## src/pkg/ddc3_cfg_defs.vh

```
// Offsets, field positions, reset values and decode codes for the
// fourth downconverter channel's rate and oscillator configuration.
// Assumes inclusion by bare name from design files.
`ifndef DDC3_CFG_DEFS_VH
`define DDC3_CFG_DEFS_VH

// ----------------------------------------------------------------
// Register indices (printed offsets) and control register
// ----------------------------------------------------------------
`define IDX_CONTROL 12'h370
`define IDX_RATE_EXT 12'h371
`define IDX_OSC_PROFILE 12'h374
`define IDX_PHASE_UPDATE 12'h375
`define IDX_TUNING_B0 12'h376
`define IDX_TUNING_B1 12'h377

// ----------------------------------------------------------------
// Reset values
// ----------------------------------------------------------------
`define RST_BYTE 8'h00

// ----------------------------------------------------------------
// Field codes
// ----------------------------------------------------------------
`define CTRL_C2R_BIT 3
`define PRI_HB12 3'h0
`define PRI_HB123 3'h1
`define PRI_HB1234 3'h2
`define PRI_HB1 3'h3
`define PRI_HB1_TB 3'h4
`define PRI_HB12_TB 3'h5
`define PRI_HB123_TB 3'h6
`define PRI_EXT 3'h7
`define SEC_TB_HB1234 4'h0
`define SEC_FB_HB1 4'h2
`define SEC_FB_HB12 4'h3
`define SEC_FB_HB123 4'h4
`define MODE_REG 4'h0
`define MODE_PINS 4'h1
`define MODE_EDGE_A 4'h8
`define MODE_EDGE_B 4'hA

// Filter stage enable bits: hb1 hb2 hb3 hb4 thirdband fifthband
`define STG_HB1 6'h01
`define STG_HB2 6'h02
`define STG_HB3 6'h04
`define STG_HB4 6'h08
`define STG_TB 6'h10
`define STG_FB 6'h20

`endif

```

## src/verilog/ddc3_rate_osc_cfg.v

```verilog
// Configuration registers of the fourth downconverter channel: decimation
// rate decode, oscillator profile selection and low tuning word bytes.
// Assumes an APB master on sys_clk; general pins are asynchronous.
//
// Design decision made here: the APB register port.
`timescale 1ns/1ps
`include "ddc3_cfg_defs.vh"

module ddc3_rate_osc_cfg #(
    parameter PROFILE_W = 4
) (
    input wire sys_clk,
    input wire reset,
    input wire psel,
    input wire penable,
    input wire pwrite,
    input wire [15:0] paddr,
    input wire [31:0] pwdata,
    input wire [3:0] pstrb,
    output wire pready,
    output reg [31:0] prdata,
    output wire pslverr,
    input wire general_pin_a,
    input wire general_pin_b,
    output reg [5:0] stage_enable,
    output reg [5:0] decimation_factor,
    output reg rate_valid,
    output reg real_output_only,
    output reg [PROFILE_W-1:0] active_profile,
    output reg [PROFILE_W-1:0] phase_update_profile,
    output reg [15:0] tuning_word_low
);

    // ------------------------------------------------------------
    // Register storage
    // ------------------------------------------------------------
    reg [7:0] control_q;
    reg [3:0] sec_rate_q;
    reg [7:0] osc_profile_q;
    reg [3:0] phase_index_q;
    reg [7:0] tuning_b0_q;
    reg [7:0] tuning_b1_q;
    reg [PROFILE_W-1:0] edge_count_q;
    reg [PROFILE_W-1:0] edge_count_d;

    wire access = psel & penable;
    wire wr_en = access & pwrite & pstrb[0];
    wire [11:0] index = paddr[13:2];
    wire addr_ok = (paddr[1:0] == 2'h0) && (paddr[15:14] == 2'h0);

    // Index decode, shared by write selects and the error flag
    function hit;
        input [11:0] idx;
        input [11:0] want;
        begin
            hit = (idx == want);
        end
    endfunction

    // ------------------------------------------------------------
    // Register selects; misaligned or high addresses select nothing
    // ------------------------------------------------------------
    wire sel_control = addr_ok & hit(index, `IDX_CONTROL);
    wire sel_rate_ext = addr_ok & hit(index, `IDX_RATE_EXT);
    wire sel_osc_profile = addr_ok & hit(index, `IDX_OSC_PROFILE);
    wire sel_phase_update = addr_ok & hit(index, `IDX_PHASE_UPDATE);
    wire sel_tuning_b0 = addr_ok & hit(index, `IDX_TUNING_B0);
    wire sel_tuning_b1 = addr_ok & hit(index, `IDX_TUNING_B1);

    wire mapped = sel_control | sel_rate_ext | sel_osc_profile | sel_phase_update |
        sel_tuning_b0 | sel_tuning_b1;

    // Zero-wait slave; unmapped accesses flag an error
    assign pready = 1'b1;
    assign pslverr = access & ~mapped;

    // ------------------------------------------------------------
    // Register writes
    // ------------------------------------------------------------
    // Byte lane 0 carries every register; other lanes are ignored
    always @(posedge sys_clk) begin
        if (reset) begin
            control_q <= `RST_BYTE;
        end else if (wr_en && sel_control) begin
            control_q <= pwdata[7:0];
        end
    end

    always @(posedge sys_clk) begin
        if (reset) begin
            sec_rate_q <= 4'h0;
        end else if (wr_en && sel_rate_ext) begin
            sec_rate_q <= pwdata[7:4];
        end
    end

    always @(posedge sys_clk) begin
        if (reset) begin
            osc_profile_q <= `RST_BYTE;
        end else if (wr_en && sel_osc_profile) begin
            osc_profile_q <= pwdata[7:0];
        end
    end

    always @(posedge sys_clk) begin
        if (reset) begin
            phase_index_q <= 4'h0;
        end else if (wr_en && sel_phase_update) begin
            phase_index_q <= pwdata[3:0];
        end
    end

    always @(posedge sys_clk) begin
        if (reset) begin
            tuning_b0_q <= `RST_BYTE;
        end else if (wr_en && sel_tuning_b0) begin
            tuning_b0_q <= pwdata[7:0];
        end
    end

    always @(posedge sys_clk) begin
        if (reset) begin
            tuning_b1_q <= `RST_BYTE;
        end else if (wr_en && sel_tuning_b1) begin
            tuning_b1_q <= pwdata[7:0];
        end
    end

    // ------------------------------------------------------------
    // Read data
    // ------------------------------------------------------------
    // Loaded in the setup phase so the word stands through the access phase
    always @(posedge sys_clk) begin
        if (reset) begin
            prdata <= 32'h00000000;
        end else if (psel && !penable && !pwrite) begin
            if (!addr_ok) begin
                prdata <= 32'h00000000;
            end else begin
                case (index)
                    `IDX_CONTROL: prdata <= {24'h000000, control_q};
                    `IDX_RATE_EXT: prdata <= {24'h000000, sec_rate_q, 4'h0};
                    `IDX_OSC_PROFILE: prdata <= {24'h000000, osc_profile_q};
                    `IDX_PHASE_UPDATE: prdata <= {28'h0000000, phase_index_q};
                    `IDX_TUNING_B0: prdata <= {24'h000000, tuning_b0_q};
                    `IDX_TUNING_B1: prdata <= {24'h000000, tuning_b1_q};
                    default: prdata <= 32'h00000000;
                endcase
            end
        end
    end

    // ------------------------------------------------------------
    // Pin synchronisers and edge detect
    // ------------------------------------------------------------
    wire [1:0] pin_in = {general_pin_b, general_pin_a};
    wire [1:0] pin_sync;
    wire [1:0] pin_rise;
    genvar g;

    // Reset level matches the idle-low pins, so no false edge follows reset
    generate
        for (g = 0; g < 2; g = g + 1) begin : pin_sync_g
            reg stage1_q;
            reg stage2_q;
            reg last_q;

            always @(posedge sys_clk) begin
                if (reset) begin
                    stage1_q <= 1'b0;
                    stage2_q <= 1'b0;
                    last_q <= 1'b0;
                end else begin
                    stage1_q <= pin_in[g];
                    stage2_q <= stage1_q;
                    last_q <= stage2_q;
                end
            end

            assign pin_sync[g] = stage2_q;
            assign pin_rise[g] = stage2_q & ~last_q;
        end
    endgenerate

    wire pin_a_sync = pin_sync[0];
    wire pin_b_sync = pin_sync[1];
    wire pin_a_rise = pin_rise[0];
    wire pin_b_rise = pin_rise[1];
    wire [3:0] sel_mode = osc_profile_q[7:4];
    wire [PROFILE_W-1:0] wrap_at = osc_profile_q[PROFILE_W-1:0];

    // ------------------------------------------------------------
    // Edge-driven profile counter
    // ------------------------------------------------------------
    wire step_a = (sel_mode == `MODE_EDGE_A) & pin_a_rise;
    wire step_b = (sel_mode == `MODE_EDGE_B) & pin_b_rise;
    // Compare with >= so a nibble lowered below the count still wraps
    wire at_wrap = (edge_count_q >= wrap_at);

    always @* begin
        edge_count_d = edge_count_q;
        if (step_a | step_b) begin
            if (at_wrap) begin
                edge_count_d = {PROFILE_W{1'b0}};
            end else begin
                edge_count_d = edge_count_q + 1'b1;
            end
        end
    end

    always @(posedge sys_clk) begin
        if (reset) begin
            edge_count_q <= {PROFILE_W{1'b0}};
        end else begin
            edge_count_q <= edge_count_d;
        end
    end

    // ------------------------------------------------------------
    // Profile outputs
    // ------------------------------------------------------------
    // Undefined select modes fall back to the register field
    always @(posedge sys_clk) begin
        if (reset) begin
            active_profile <= {PROFILE_W{1'b0}};
        end else begin
            case (sel_mode)
                `MODE_REG: active_profile <= osc_profile_q[PROFILE_W-1:0];
                `MODE_PINS: active_profile <= {2'b0, pin_b_sync, pin_a_sync};
                `MODE_EDGE_A: active_profile <= edge_count_q;
                `MODE_EDGE_B: active_profile <= edge_count_q;
                default: active_profile <= osc_profile_q[PROFILE_W-1:0];
            endcase
        end
    end

    always @(posedge sys_clk) begin
        if (reset) begin
            phase_update_profile <= {PROFILE_W{1'b0}};
        end else begin
            phase_update_profile <= phase_index_q;
        end
    end

    always @(posedge sys_clk) begin
        if (reset) begin
            tuning_word_low <= 16'h0000;
        end else begin
            tuning_word_low <= {tuning_b1_q, tuning_b0_q};
        end
    end

    // ------------------------------------------------------------
    // Decimation decode; factor shown is the complex one, halved for real
    // ------------------------------------------------------------
    reg [5:0] stages_d;
    reg [5:0] cplx_factor_d;
    reg valid_d;
    wire c2r = control_q[`CTRL_C2R_BIT];

    always @* begin
        stages_d = 6'h00;
        cplx_factor_d = 6'd0;
        valid_d = 1'b1;
        case (control_q[2:0])
            `PRI_HB12: begin
                stages_d = `STG_HB1 | `STG_HB2;
                cplx_factor_d = 6'd4;
            end
            `PRI_HB123: begin
                stages_d = `STG_HB1 | `STG_HB2 | `STG_HB3;
                cplx_factor_d = 6'd8;
            end
            `PRI_HB1234: begin
                stages_d = `STG_HB1 | `STG_HB2 | `STG_HB3 | `STG_HB4;
                cplx_factor_d = 6'd16;
            end
            `PRI_HB1: begin
                stages_d = `STG_HB1;
                cplx_factor_d = 6'd2;
            end
            `PRI_HB1_TB: begin
                stages_d = `STG_HB1 | `STG_TB;
                cplx_factor_d = 6'd6;
            end
            `PRI_HB12_TB: begin
                stages_d = `STG_HB1 | `STG_HB2 | `STG_TB;
                cplx_factor_d = 6'd12;
            end
            `PRI_HB123_TB: begin
                stages_d = `STG_HB1 | `STG_HB2 | `STG_HB3 | `STG_TB;
                cplx_factor_d = 6'd24;
            end
            `PRI_EXT: begin
                case (sec_rate_q)
                    `SEC_TB_HB1234: begin
                        stages_d = `STG_TB | `STG_HB1 | `STG_HB2 | `STG_HB3 | `STG_HB4;
                        cplx_factor_d = 6'd48;
                    end
                    `SEC_FB_HB1: begin
                        stages_d = `STG_FB | `STG_HB1;
                        cplx_factor_d = 6'd10;
                    end
                    `SEC_FB_HB12: begin
                        stages_d = `STG_FB | `STG_HB1 | `STG_HB2;
                        cplx_factor_d = 6'd20;
                    end
                    `SEC_FB_HB123: begin
                        stages_d = `STG_FB | `STG_HB1 | `STG_HB2 | `STG_HB3;
                        cplx_factor_d = 6'd40;
                    end
                    default: begin
                        valid_d = 1'b0;
                    end
                endcase
            end
            default: begin
                valid_d = 1'b0;
            end
        endcase
    end

    always @(posedge sys_clk) begin
        if (reset) begin
            stage_enable <= 6'h00;
        end else begin
            stage_enable <= stages_d;
        end
    end

    // Real output halves the complex factor; an invalid code shows zero
    always @(posedge sys_clk) begin
        if (reset) begin
            decimation_factor <= 6'h00;
        end else begin
            decimation_factor <= c2r ? {1'b0, cplx_factor_d[5:1]} : cplx_factor_d;
        end
    end

    always @(posedge sys_clk) begin
        if (reset) begin
            rate_valid <= 1'b0;
        end else begin
            rate_valid <= valid_d;
        end
    end

    always @(posedge sys_clk) begin
        if (reset) begin
            real_output_only <= 1'b0;
        end else begin
            real_output_only <= c2r;
        end
    end

endmodule // ddc3_rate_osc_cfg
```

## config.mk

```make
export PLATFORM = sky130hd
export DESIGN_NAME = ddc3_rate_osc_cfg
export DESIGN_NICKNAME = d
export VERILOG_FILES = /design/src/verilog/ddc3_rate_osc_cfg.v
export VERILOG_INCLUDE_DIRS = /design/src /design/src/pkg
export SDC_FILE = /design/constraint.sdc
export NUM_CORES = 1
export LEC_CHECK = 0
export BUFFER_PORTS_ARGS = -buffer_cell sky130_fd_sc_hd__buf_2
export CAP_MARGIN = 20
export CORE_MARGIN = 2
export CORE_UTILIZATION = 50
export CTS_CLUSTER_SIZE = 12
export DETAILED_ROUTE_END_ITERATION = 10
export GPL_ROUTABILITY_DRIVEN = 0
export PLACE_DENSITY = 0.83
export SLEW_MARGIN = 15
export SYNTH_ARGS = -nofsm -noshare
export SYNTH_HDL_FRONTEND = slang
export SYNTH_SLANG_ARGS = --single-unit
export TNS_END_PERCENT = 5
```

## constraint.sdc

```tcl
create_clock -name sys_clk -period 4.1 [get_ports sys_clk]
set_clock_uncertainty 0.05 [all_clocks]
set_input_delay 0.82 -clock sys_clk [delete_from_list [all_inputs] [get_ports sys_clk]]
set_output_delay 0.82 -clock sys_clk [all_outputs]
set_load 0.1 [all_outputs]
```

==> results.json <==
{
  "first_global_vias": 2880,
  "grt_max_degree": 79,
  "worst_pin_slew_ns": 0.944,
  "wire_per_inst_um": 14.3,
  "period_share": 0.760,
  "cts_max_level": 3,
  "hp-class": "reg -> reg",
  "power_leakage_uw": 0.00230,
  "drt_wl_total_um": 8540,
  "yosysSeqAreaShare": 0.458,
  "numCtsBuffers": 9,
  "antenna_found_initial": 0,
  "fmax_mhz": 321,
  "layout_setup_ws_ns": 0.982,
  "synth_ff_type": "dfxtp_1",
  "finalHoldViolations": 0,
  "cts_sinks": 96,
  "layout_common_cells": "96 x dfxtp_1, 78 x buf_2, 52 x nand2b_1, 45 x mux2i_1, 27 x inv_1",
  "ys_ff_latch": 96,
  "ctsResizeCount": 0,
  "cts_setup_buffers": 0,
  "critical_path_arrival_ns": 2.25,
  "diodes": 0,
  "synth.largest_area_cell": "dfxtp_1",
  "grt_usage": 0.199,
  "gr-total-overflow": 0,
  "chipHeight_um": 95.6,
  "clock_latency_ns": 0.36,
  "final_common_cell": "dfxtp_1",
  "synthTopCellsByArea": "dfxtp_1 46%, mux2i_1 11%, nand2b_1 7.8%",
  "cts_tree": "done",
  "start_util": 0.513,
  "pre_cts_slack_ns": 0.996,
  "path_clk_slew_ns": 0.09,
  "netlist_area_um2": 4190,
  "power_uw": 1740,
  "drc": 0,
  "ir_drop_mv": 0.200,
  "postRouteAntennaNets": 0,
  "io_pins": 131,
  "core_um2": 8180,
  "crit_fanout": 2,
  "die-area_um2": 9140,
  "io_buffers": 78,
  "hpwl_um": 6230,
  "status": "complete, no violations",
  "synth_enable_flop_cells": 0,
  "first_iter_violations": 177,
  "startpoint_type": "primary input",
  "holdBufCountCts": 0,
  "synthArstFlopShare": 0,
  "synthToLayoutAreaGrowth_pct": 12.9,
  "grt_pass1_wl_um": 13900,
  "slew_viol_final": 0,
  "root_buffer": "clkbuf_8",
  "fin_nets": 551,
  "drive_above_1_share": 0.226,
  "layout_min_cycle_time_ns": 3.12,
  "setup_viol": 0,
  "avgViaCountPerCell": 5.22,
  "synth_top_area_frac": 0.458,
  "yosysUniqueCellTypes": 55,
  "cp-end-kind": "output port",
  "relSlewSlack": 0.365,
  "power_density_nw_per_um2": 367,
  "netlist_instances": 422,
  "fillers": 700,
  "cp_data_required_time_ns": 3.23,
  "yosysWarnings": 0,
  "firstDrtPassIters": 4,
  "std_cell_rows": 33,
  "clock_path_buffers": 2,
  "crit_type": "in -> out",
  "syn_avg_cell_area_um2": 9.94,
  "rsz0062_at_grt": "false",
  "cap_violations": 0,
  "vias": 3114,
  "die_x_um": 95.6,
  "setup_tns_ns": 0
}
==> logic make-up after synthesis <==
logic type                 count (synthesis)  share of synthesized area
AOI/OAI and AO/OA                         55                     0.0958
xor gates and xnor gates                   5                     0.0104
adders and majority gates                  5                     0.0149
buffers and inverters                     75                     0.0916
DFF                                       96                      0.458
muxes                                     53                      0.140
other                                      2                    0.00179
and+or+nand+nor                          131                      0.188
==> worst paths after layout <==
| path | from | endpoint | slack [ns] | depth (start not counted) |
|---|---|---|---|---|
| worst max-delay path | paddr[1] | pslverr | 0.98 | 6 |
| worst max register to register | edge_count_q[0] | edge_count_q[3] | 2.37 | 6 |
| worst min register to register | pin_sync_g[0].stage1_q | pin_a_sync | 0.40 | 1 |
| worst min-delay path | pin_sync_g[0].stage1_q | pin_a_sync | 0.40 | 1 |
==> layout make-up <==
cell class	instances	area [um^2]	share of cell area
Clock buffer	9	124	0.0262
Sequential cell	96	1920	0.406
Multi-Input combinational cell	274	1970	0.417
Tap cell	105	131	0.0277
Timing Repair Buffer	79	410	0.0867
Clock inverter	7	72.6	0.0153
Inverter	27	101	0.0214
==> critical path, cell delays in order <==
cell and delay (ns):
buf_2 0.10, or4_4 0.56, nor2_1 0.16, nand2_1 0.12, and3_1 0.20, buf_2 0.28
==> layer usage <==
metal | wire (um) | vias to the layer above | GRT usage
met1 | 3860 | 1438 | 0.270
met5 | 0 | - | 0
met3 | 657 | 17 | 0.0506
li1 | - | 1535 | -
met2 | 3860 | 124 | 0.302
met4 | 161 | 0 | 0.0774
==> sequential cells by signal, summed over array words and instances (netlist names) <==
signal	flops
tuning_word_low	16
control_q	8
osc_profile_q	8
prdata	8
tuning_b0_q	8
tuning_b1_q	8
decimation_factor	6
stage_enable	6
active_profile	4
edge_count_q	4
phase_index_q	4
phase_update_profile	4
sec_rate_q	4
pin_sync_g.last_q	2
pin_sync_g.stage1_q	2
pin_a_sync	1
pin_b_sync	1
rate_valid	1
real_output_only	1
==> stage by stage <==
stage,hold WS (ns),std cells,utilization,area (um^2)
global route,0.405,597,0.579,4740
detailed placement,0.381,580,0.553,4520
CTS,0.406,596,0.577,4720
global placement,0.372,580,0.553,4520
floorplan,0.364,445,-,4280
finish,0.400,597,0.579,4740
==> cell usage after synthesis, types with 3 or more instances <==
master and n:
nor2_1 19, inv_1 27, o31ai_1 3, mux2_2 4
a21oi_1 11, nand2_1 20, a221oi_1 8, o21ai_0 3
ha_1 5, buf_4 25, nor2b_1 8, buf_1 3
mux4_2 4, and3_1 3, mux2i_1 45, a22oi_1 12
a211oi_1 6, dfxtp_1 96, nand4_1 5, xnor2_1 4
nand2b_1 52, clkbuf_1 18
==> power by group <==
group          internal, uW  switching [uW]  leakage [uW]
combinational          31.4             157       0.00143
clock                   282             331     0.0000952
sequential              936            1.24      0.000775
Power figures use the tool's default switching activity.
